===== src/hw/fsfr_pkg.sv =====
// Holds the constants of the fault status and flag register bank.
// Assumes an upstream serial host decoder that presents byte-wide register accesses.
package fsfr_pkg;
   // ---------------------------------------------------------------
   // Register offsets
   // ---------------------------------------------------------------
   localparam logic [7:0] SUPPLY_MASK_ADDR = 8'h08; // Supply fault masks
   localparam logic [7:0] BUF_MASK_ADDR    = 8'h09; // Buffer fault masks
   localparam logic [7:0] SUPPLY_FLAG_ADDR = 8'h0A; // Supply fault flags
   localparam logic [7:0] BUF_FLAG_ADDR    = 8'h0B; // Buffer, thermal, reset flags

   // ---------------------------------------------------------------
   // Field layout
   // ---------------------------------------------------------------
   localparam int SUPPLY_W         = 7; // Supply flags occupy bits 6..0
   localparam int BUF_W            = 2; // Buffer under and over
   localparam int BUF_UNDER_BIT    = 4; // Buffer undervoltage position
   localparam int BUF_OVER_BIT     = 3; // Buffer overvoltage position
   localparam int THERMAL_BIT      = 1; // Thermal shutdown position
   localparam int POWER_ON_BIT     = 0; // Power-on position

   // ---------------------------------------------------------------
   // Reset values
   // ---------------------------------------------------------------
   localparam logic [6:0] SUPPLY_RST   = 7'h00; // Flags clear at reset
   localparam logic [1:0] BUF_RST      = 2'h0;  // Buffer flags clear
   localparam logic [6:0] MASK1_RST    = 7'h00; // Supply masks open
   localparam logic [1:0] MASK2_RST    = 2'h0;  // Buffer masks open
   localparam logic       POWER_ON_RST = 1'h1;  // Power-on flag set
   localparam logic [7:0] UNMAPPED_RD  = 8'h00; // Unmapped address reads zero
endpackage


===== src/hw/fsfr_flag_cell.sv =====
// Holds a vector of fault flags, live or latched with clear.
// Assumes fault inputs already synchronised to ref_clk_i.
`timescale 1ns/10ps
module fsfr_flag_cell
   import fsfr_pkg::*;
#(
   parameter int             WIDTH = 1,
   parameter logic [WIDTH-1:0] RST = '0
)(
   input  wire logic             ref_clk_i, // Core clock
   input  wire logic             srst_i,    // Synchronous reset
   input  wire logic             live_i,    // One: flags follow status
   input  wire logic [WIDTH-1:0] fault_i,   // Present fault conditions
   input  wire logic [WIDTH-1:0] clr_i,     // Per-bit clear request
   output logic      [WIDTH-1:0] flag_o     // Flag state
);
   // ---------------------------------------------------------------
   // Next state
   // ---------------------------------------------------------------
   logic [WIDTH-1:0] next_flag; // Next flag value
   logic [WIDTH-1:0] kept;      // Latched flags surviving clear

   assign kept = flag_o & ~clr_i;
   assign next_flag = live_i ? fault_i : (kept | fault_i);

   // Flag register
   always_ff @(posedge ref_clk_i) begin
      if (srst_i) begin
         flag_o <= RST;
      end else begin
         flag_o <= next_flag;
      end
   end
endmodule


===== src/hw/fsfr_fault_regs.sv =====
// Holds the fault register bank: masks, flags, readback and fault output.
// Assumes byte accesses from a serial host decoder on ref_clk_i and
// asynchronous comparator levels on the fault inputs.
`timescale 1ns/10ps

// Operation
// - Buffer under mask blocks output
// - Buffer over mask blocks output
// - Supply flag register layout, reset zero
// - Latch disabled: supply and buffer bits show live status; thermal stays latched
// - Latched: set, clear on read, reassert
// - Write zero clears; reads return value
// - Buffer register layout bits 4,3,1,0
// - Buffer flags share live/latched selection
// - Thermal flag latches, clears on read
// - Power-on flag reads one once
// - Supply masks block their faults
module fsfr_fault_regs
   import fsfr_pkg::*;
(
   input  wire logic       ref_clk_i,         // Core clock, 250 MHz
   input  wire logic       srst_i,            // Synchronous reset, active high
   input  wire logic       fault_latch_dis_i, // One: live status mode
   input  wire logic       neg_gate_under_i,  // Comparator levels
   input  wire logic       neg_gate_over_i,
   input  wire logic       pos_gate_under_i,
   input  wire logic       pos_gate_over_i,
   input  wire logic       analog_overload_i,
   input  wire logic       boost_out_under_i,
   input  wire logic       boost_out_over_i,
   input  wire logic       buf_under_i,
   input  wire logic       buf_over_i,
   input  wire logic       thermal_off_i,
   input  wire logic       reg_wr_i,          // Write strobe, one cycle
   input  wire logic       reg_rd_i,          // Read strobe, one cycle
   input  wire logic [7:0] reg_addr_i,        // Register offset
   input  wire logic [7:0] reg_wdata_i,       // Write data
   output logic      [7:0] reg_rdata_o,       // Read data
   output logic            reg_rvalid_o,      // Read data valid pulse
   output logic            fault_out_n_o      // Fault output, active low
);
   // ---------------------------------------------------------------
   // Input synchronisers
   // ---------------------------------------------------------------
   localparam int NF = SUPPLY_W + BUF_W + 1; // Synchronised fault count

   logic [NF-1:0] raw_fault;  // Unsynchronised levels
   logic [NF-1:0] sync_meta;  // First stage, read only by second
   logic [NF-1:0] sync_fault; // Second stage

   assign raw_fault = {thermal_off_i, buf_under_i, buf_over_i,
                       neg_gate_under_i, neg_gate_over_i, pos_gate_under_i,
                       pos_gate_over_i, analog_overload_i, boost_out_under_i,
                       boost_out_over_i};

   // Two-stage synchroniser
   always_ff @(posedge ref_clk_i) begin
      sync_meta  <= raw_fault;
      sync_fault <= sync_meta;
   end

   // ---------------------------------------------------------------
   // Address decode and clear requests
   // ---------------------------------------------------------------
   logic                wr_m1, wr_m2, wr_f1, wr_f2; // Write hits
   logic                rd_f1, rd_f2;               // Read hits
   logic [SUPPLY_W-1:0] clr_supply;                 // Supply clears
   logic [BUF_W-1:0]    clr_buf;                    // Buffer clears
   logic                clr_thermal;                // Thermal clear
   logic [BUF_W-1:0]    wr_buf_bits;                // Buffer fields of write data

   assign wr_m1 = reg_wr_i && (reg_addr_i == SUPPLY_MASK_ADDR);
   assign wr_m2 = reg_wr_i && (reg_addr_i == BUF_MASK_ADDR);
   assign wr_f1 = reg_wr_i && (reg_addr_i == SUPPLY_FLAG_ADDR);
   assign wr_f2 = reg_wr_i && (reg_addr_i == BUF_FLAG_ADDR);
   assign rd_f1 = reg_rd_i && (reg_addr_i == SUPPLY_FLAG_ADDR);
   assign rd_f2 = reg_rd_i && (reg_addr_i == BUF_FLAG_ADDR);
   assign wr_buf_bits = {reg_wdata_i[BUF_UNDER_BIT], reg_wdata_i[BUF_OVER_BIT]};

   assign clr_supply  = {SUPPLY_W{rd_f1}} | ({SUPPLY_W{wr_f1}} & ~reg_wdata_i[SUPPLY_W-1:0]);
   assign clr_buf     = {BUF_W{rd_f2}} | ({BUF_W{wr_f2}} & ~wr_buf_bits);
   assign clr_thermal = rd_f2 | (wr_f2 && !reg_wdata_i[THERMAL_BIT]);

   // ---------------------------------------------------------------
   // Flag storage
   // ---------------------------------------------------------------
   logic [SUPPLY_W-1:0] supply_flags;     // Bits 6..0 of the supply flag register
   logic [BUF_W-1:0]    buf_flags;        // {buf_under_flag, buf_over_flag}
   logic                thermal_off_flag; // Thermal shutdown flag
   logic                power_on_flag;    // Power-on indication

   fsfr_flag_cell #(.WIDTH(SUPPLY_W), .RST(SUPPLY_RST)) u_supply (
      .ref_clk_i (ref_clk_i),
      .srst_i    (srst_i),
      .live_i    (fault_latch_dis_i),
      .fault_i   (sync_fault[SUPPLY_W-1:0]),
      .clr_i     (clr_supply),
      .flag_o    (supply_flags)
   );

   fsfr_flag_cell #(.WIDTH(BUF_W), .RST(BUF_RST)) u_buf (
      .ref_clk_i (ref_clk_i),
      .srst_i    (srst_i),
      .live_i    (fault_latch_dis_i),
      .fault_i   (sync_fault[SUPPLY_W+BUF_W-1:SUPPLY_W]),
      .clr_i     (clr_buf),
      .flag_o    (buf_flags)
   );

   fsfr_flag_cell #(.WIDTH(1), .RST(1'h0)) u_thermal (
      .ref_clk_i (ref_clk_i),
      .srst_i    (srst_i),
      .live_i    (1'b0),
      .fault_i   (sync_fault[NF-1]),
      .clr_i     (clr_thermal),
      .flag_o    (thermal_off_flag)
   );

   always_ff @(posedge ref_clk_i) begin
      if (srst_i) begin
         power_on_flag <= POWER_ON_RST;
      end else if (rd_f2) begin
         power_on_flag <= 1'b0;
      end
   end

   // ---------------------------------------------------------------
   // Mask registers
   // ---------------------------------------------------------------
   logic [SUPPLY_W-1:0] supply_masks; // One blocks the fault
   logic [BUF_W-1:0]    buf_masks;    // {buf_under_mask, buf_over_mask}

   // Mask writes
   always_ff @(posedge ref_clk_i) begin
      if (srst_i) begin
         supply_masks <= MASK1_RST;
         buf_masks    <= MASK2_RST;
      end else begin
         if (wr_m1) begin
            supply_masks <= reg_wdata_i[SUPPLY_W-1:0];
         end
         if (wr_m2) begin
            buf_masks <= wr_buf_bits;
         end
      end
   end

   // ---------------------------------------------------------------
   // Readback
   // ---------------------------------------------------------------
   logic [7:0] rd_word; // Selected register image
   logic [7:0] buf_img; // Buffer flag register image
   logic [7:0] m2_img;  // Buffer mask register image

   assign buf_img = (8'(buf_flags[1]) << BUF_UNDER_BIT) | (8'(buf_flags[0]) << BUF_OVER_BIT)
                  | (8'(thermal_off_flag) << THERMAL_BIT) | (8'(power_on_flag) << POWER_ON_BIT);
   assign m2_img  = (8'(buf_masks[1]) << BUF_UNDER_BIT) | (8'(buf_masks[0]) << BUF_OVER_BIT);
   assign rd_word = (reg_addr_i == SUPPLY_FLAG_ADDR) ? 8'(supply_flags) :
                    (reg_addr_i == BUF_FLAG_ADDR)    ? buf_img :
                    (reg_addr_i == SUPPLY_MASK_ADDR) ? 8'(supply_masks) :
                    (reg_addr_i == BUF_MASK_ADDR)    ? m2_img : UNMAPPED_RD;

   always_ff @(posedge ref_clk_i) begin
      if (srst_i) begin
         reg_rdata_o  <= UNMAPPED_RD;
         reg_rvalid_o <= 1'b0;
      end else begin
         reg_rvalid_o <= reg_rd_i;
         if (reg_rd_i) begin
            reg_rdata_o <= rd_word;
         end
      end
   end

   // ---------------------------------------------------------------
   // Fault output
   // ---------------------------------------------------------------
   logic pending; // Any unmasked fault flag

   assign pending = (|(supply_flags & ~supply_masks)) | (|(buf_flags & ~buf_masks))
                  | thermal_off_flag;

   // Output register
   always_ff @(posedge ref_clk_i) begin
      if (srst_i) begin
         fault_out_n_o <= 1'b1;
      end else begin
         fault_out_n_o <= !pending;
      end
   end
endmodule


===== config.mk =====
export PLATFORM = sky130hd
export DESIGN_NAME = fsfr_fault_regs
export DESIGN_NICKNAME = d
export VERILOG_FILES = /design/src/hw/fsfr_pkg.sv /design/src/hw/fsfr_flag_cell.sv /design/src/hw/fsfr_fault_regs.sv
export SDC_FILE = /design/constraint.sdc
export NUM_CORES = 1
export LEC_CHECK = 0
export BUFFER_PORTS_ARGS = -buffer_cell sky130_fd_sc_hd__buf_2
export CORE_AREA = 2 2 61 63
export DETAILED_ROUTE_END_ITERATION = 7
export DIE_AREA = 0 0 63 65
export PLACE_DENSITY = 0.89
export RECOVER_POWER = 100
export SLEW_MARGIN = 30
export SYNTH_ARGS = -nofsm -noshare
export SYNTH_HDL_FRONTEND = slang
export SYNTH_SLANG_ARGS = --single-unit

===== constraint.sdc =====
create_clock -name ref_clk_i -period 2.3 [get_ports ref_clk_i]
set_input_delay 0.115 -clock ref_clk_i [delete_from_list [all_inputs] [get_ports ref_clk_i]]
set_output_delay 0.115 -clock ref_clk_i [all_outputs]
set_load 0.05 [all_outputs]

==> flow_results.xml <==
<?xml version="1.0" encoding="UTF-8"?>
<metrics>
  <group name="power">
    <metric name="ir_drop" unit="mV">0.4856</metric>
    <metric name="total_power" unit="mW">1.442</metric>
    <metric name="cellLeakagePower" unit="nW">0.9134</metric>
    <metric name="power.density" unit="nW/um^2">643.9</metric>
  </group>
  <group name="placed_design">
    <metric name="gp_routability_congestion" unit="">0.8455</metric>
    <metric name="dpl.hpwl" unit="um">2607</metric>
    <metric name="number_of_i_o_port_buffers" unit="">38</metric>
  </group>
  <group name="yosys">
    <metric name="yosysWarningCount" unit="">0</metric>
    <metric name="postSynthCellCount" unit="">175</metric>
    <metric name="post-synth-top-area-cell" unit="">sky130_fd_sc_hd__dfxtp_1</metric>
    <metric name="netlist-cell-type-count" unit="">40</metric>
    <metric name="post_synth_instance_area" unit="sq um">1856</metric>
    <metric name="synth.avg_cell_area" unit="sq um">10.60</metric>
    <metric name="synth_sequential_area_ratio" unit="">0.5287</metric>
    <metric name="synth-seq-cells" unit="">49</metric>
    <metric name="mappedNetlistNets" unit="">206</metric>
    <metric name="synthTopCellsByArea" unit="">sky130_fd_sc_hd__dfxtp_1 53%, sky130_fd_sc_hd__inv_1 4.0%, sky130_fd_sc_hd__nand2b_1 3.4%</metric>
    <metric name="proportion_of_netlist_area_held_by_the_largest_area_contributor" unit="">0.5287</metric>
  </group>
  <group name="detailed_routing">
    <metric name="avgRoutedWirePerCell" unit="um">13.92</metric>
    <metric name="number_of_vias_after_detailed_routing" unit="">1481</metric>
    <metric name="met3WireLength" unit="um">249</metric>
    <metric name="dr_pass1_iterations" unit="">4</metric>
    <metric name="route.detailed.drc" unit="">0</metric>
    <metric name="detail_route.wirelength.met1" unit="um">1744</metric>
    <metric name="dr.max_layer_used" unit="">met4</metric>
    <metric name="routed_wirelength" unit="um">3856</metric>
    <metric name="via_per_inst" unit="">5.347</metric>
    <metric name="dr_wl_met2" unit="um">1804</metric>
    <metric name="drt.antenna.violating_nets" unit="">0</metric>
    <metric name="drt_iter0_markers" unit="">71</metric>
  </group>
  <group name="critical_path">
    <metric name="category_of_the_critical_setup_timing_path" unit="">primary input to flop</metric>
    <metric name="worst_ep_arrival_time" unit="ns">1.86</metric>
    <metric name="setup.worst_path.start_class" unit="">primary input</metric>
    <metric name="r2r_end" unit="">reg_rdata_o[4]$_SDFFE_PP0P_</metric>
    <metric name="critical_path_required" unit="ns">2.53</metric>
    <metric name="worst_setup_path_end_kind" unit="">flop</metric>
    <metric name="r2r.worst_path.cells" unit="">2</metric>
    <metric name="critical_path.max_fanout" unit="">13</metric>
    <metric name="r2r_start" unit="">u_buf.flag_o[1]$_SDFF_PP0_</metric>
    <metric name="rrSetupSlack" unit="ns">1.13</metric>
  </group>
  <group name="global_route">
    <metric name="grt_start_max_net_pins" unit="">22</metric>
    <metric name="grt_pass1_wl" unit="um">6189</metric>
    <metric name="grt_overflow" unit="">0</metric>
    <metric name="first_global_vias" unit="">1310</metric>
    <metric name="initial_antenna_violation_count" unit="">0</metric>
    <metric name="grt_util_all_layers" unit="">0.2001</metric>
  </group>
  <group name="timing">
    <metric name="final.min_clock_period" unit="ns">1.631</metric>
    <metric name="setup_viol" unit="">0</metric>
    <metric name="worst_clock_skew" unit="ns">0.003204</metric>
    <metric name="worst-slew-pin-transition" unit="ns">1.011</metric>
    <metric name="finalCritPeriodShare" unit="">0.7093</metric>
    <metric name="max_freq" unit="GHz">0.6130</metric>
    <metric name="setup_repair_after_global_routing_missed_its_margin" unit="">false</metric>
    <metric name="slew_viol_final" unit="">0</metric>
    <metric name="max_slew_margin" unit="">0.3245</metric>
    <metric name="tns" unit="ns">0</metric>
    <metric name="timing_hold_violations_final" unit="">0</metric>
  </group>
  <group name="clock_tree">
    <metric name="clock_tree.htree_level_count" unit="">2</metric>
    <metric name="cts.repair.resized" unit="">0</metric>
    <metric name="tritoncts_num_sinks" unit="">49</metric>
    <metric name="clk_transition_reported_paths" unit="ns">0.13</metric>
    <metric name="max-clock-path-buffers" unit="">2</metric>
    <metric name="cts_setup_buffers" unit="">0</metric>
    <metric name="latest_clock_arrival_within_the_worst_skew_pair" unit="ns">0.36</metric>
    <metric name="hold_buffers" unit="">15</metric>
    <metric name="tritoncts_clock_tree" unit="">done</metric>
    <metric name="cts_root_buffer" unit="">sky130_fd_sc_hd__clkbuf_4</metric>
    <metric name="inserted_clock_buffers" unit="">5</metric>
  </group>
  <group name="run">
    <metric name="max_cap_violations" unit="">0</metric>
  </group>
  <group name="floorplanning">
    <metric name="die_area" unit="sq um">4095</metric>
    <metric name="core" unit="sq um">3496</metric>
    <metric name="die_y" unit="um">65</metric>
    <metric name="floorplan.rows" unit="">22</metric>
    <metric name="initial_utilization" unit="">0.5308</metric>
    <metric name="io_pins" unit="">41</metric>
    <metric name="chipWidth" unit="um">63</metric>
  </group>
  <group name="layout">
    <metric name="drive_above_1_share" unit="">0.1965</metric>
    <metric name="fin_nets" unit="">259</metric>
    <metric name="area_growth" unit="%">20.70</metric>
    <metric name="antenna_cells" unit="">0</metric>
    <metric name="fill_cells" unit="">308</metric>
  </group>
  <group name="worst_hold_path">
    <metric name="worstHoldStart" unit="">reg_wdata_i[3]</metric>
    <metric name="whs_path_depth" unit="">3</metric>
    <metric name="holdPathEnd" unit="">supply_masks[3]$_SDFFE_PP0P_</metric>
    <metric name="hold_path_class" unit="">primary input to flop</metric>
  </group>
  <group name="run_status">
    <metric name="outcome" unit="">completed</metric>
  </group>
</metrics>
==> metrics by stage <==
stage	setup WS [ns]	util	instances	hold WS [ns]	cell area, sq um
finish	0.6686	0.6407	277	0.01898	2240
global route	0.6131	0.6407	277	0.01355	2240
CTS	1.101	0.6439	276	0.004842	2251
detailed placement	0.7023	0.5848	253	0.2186	2044
global placement	0.7353	0.5848	253	0.2170	2044
floorplan	1.210	-	175	0.1427	1856
==> logic make-up after synthesis <==
| family | count (synthesis) | share of synthesized area |
|---|---|---|
| mux | 11 | 0.07687 |
| compound gates | 39 | 0.1693 |
| other cells | 1 | 0.002021 |
| flops | 49 | 0.5287 |
| simple gates | 46 | 0.1477 |
| buf+inv | 29 | 0.07551 |
==> flip-flops by register name, summed over array words and instances (netlist names), 2 cells and up <==
register and cells:
u_supply.flag_o 7, sync_fault 10, buf_masks 2, u_buf.flag_o 2, supply_masks 7, sync_meta 10, reg_rdata_o 7
==> power breakdown <==
part / internal, mW / switching (mW) / total, mW
Combinational: 0.0715 / 0.0862 / 0.158
Sequential: 0.886 / 0.0188 / 0.904
Clock: 0.120 / 0.261 / 0.380
==> critical path, stage by stage <==
cell,delay (ns)
sky130_fd_sc_hd__buf_2,0.11
sky130_fd_sc_hd__nor4b_2,0.87
sky130_fd_sc_hd__a311o_1,0.56
sky130_fd_sc_hd__o221ai_1,0.20
==> layout by cell type, fill, tap and decap left out <==
cell                            count
sky130_fd_sc_hd__a211oi_1           1
sky130_fd_sc_hd__a21oi_1            5
sky130_fd_sc_hd__a311o_1            1
sky130_fd_sc_hd__a311oi_1           5
sky130_fd_sc_hd__a31o_1             5
sky130_fd_sc_hd__a32o_1             4
sky130_fd_sc_hd__a32oi_1            2
sky130_fd_sc_hd__and2_2             1
sky130_fd_sc_hd__and3_1             3
sky130_fd_sc_hd__buf_2             29
sky130_fd_sc_hd__clkbuf_1          10
sky130_fd_sc_hd__clkbuf_4           5
sky130_fd_sc_hd__clkinv_1           1
sky130_fd_sc_hd__clkinvlp_4         2
sky130_fd_sc_hd__conb_1             1
sky130_fd_sc_hd__dfxtp_1           49
sky130_fd_sc_hd__dlygate4sd3_1     16
sky130_fd_sc_hd__inv_1             20
sky130_fd_sc_hd__mux2_2             3
sky130_fd_sc_hd__mux2i_1            6
sky130_fd_sc_hd__mux4_1             1
sky130_fd_sc_hd__mux4_2             1
sky130_fd_sc_hd__nand2_1           12
sky130_fd_sc_hd__nand2b_1          10
sky130_fd_sc_hd__nand3_1            7
sky130_fd_sc_hd__nand4_1            4
sky130_fd_sc_hd__nor2_1             4
sky130_fd_sc_hd__nor2b_1            1
sky130_fd_sc_hd__nor2b_2            1
sky130_fd_sc_hd__nor3_2             1
sky130_fd_sc_hd__nor3_4             1
sky130_fd_sc_hd__nor4b_2            1
sky130_fd_sc_hd__o2111ai_1          1
sky130_fd_sc_hd__o211ai_1           1
sky130_fd_sc_hd__o21ai_0            2
sky130_fd_sc_hd__o21bai_1           1
sky130_fd_sc_hd__o221ai_1           6
sky130_fd_sc_hd__o22ai_1            2
sky130_fd_sc_hd__o2bb2ai_1          2
sky130_fd_sc_hd__o41ai_1            1
==> worst max path at each step <==
stage | startpoint | to | slack (ns) | depth (start not counted)
after detailed placement | srst_i | u_buf.flag_o[1]$_SDFF_PP0_ | 0.70 | 4
after floorplan | u_supply.flag_o[4]$_SDFF_PP0_ | reg_rdata_o[4]$_SDFFE_PP0P_ | 1.21 | 2
after global routing | reg_addr_i[5] | u_supply.flag_o[0]$_SDFF_PP0_ | 0.61 | 4
after global placement | reg_addr_i[5] | supply_masks[3]$_SDFFE_PP0P_ | 0.74 | 4
final | reg_addr_i[5] | u_supply.flag_o[5]$_SDFF_PP0_ | 0.67 | 4
after CTS | srst_i | u_buf.flag_o[1]$_SDFF_PP0_ | 1.10 | 4
==> area by class of cell <==
type | count | area (sq um) | share of cell area
sequential | 49 | 980.9 | 0.4380
multi-input combinational | 97 | 724.4 | 0.3235
clock buffer | 6 | 41.29 | 0.01844
clock inverter | 2 | 15.01 | 0.006704
timing repair buffer | 54 | 339.1 | 0.1514
inverter | 21 | 78.83 | 0.03520
tap | 48 | 60.06 | 0.02682
==> layer usage <==
layer	up-vias	GRT usage
met5	-	0
met2	51	0.3191
met1	689	0.2467
li1	735	-
met4	0	0.09167
met3	6	0.06424
==> cell usage after synthesis, drive strengths merged <==
library cell,instances
o2111ai,1
a311o,1
mux2i,6
inv,20
a311oi,5
o211ai,1
nor4b,1
dfxtp,49
o2bb2ai,2
o21bai,1
nand3,7
a31o,5
clkbuf,1
o21ai,2
nand4,4
a32o,4
clkinv,1
nor2b,2
nand2,12
nor3,2
a32oi,2
nand2b,10
nor2,4
conb,1
a21oi,5
o221ai,6
o41ai,1
mux2,3
o22ai,2
buf,7
and3,3
mux4,2
and2,1
a211oi,1
(Power assumes the default switching activity.)
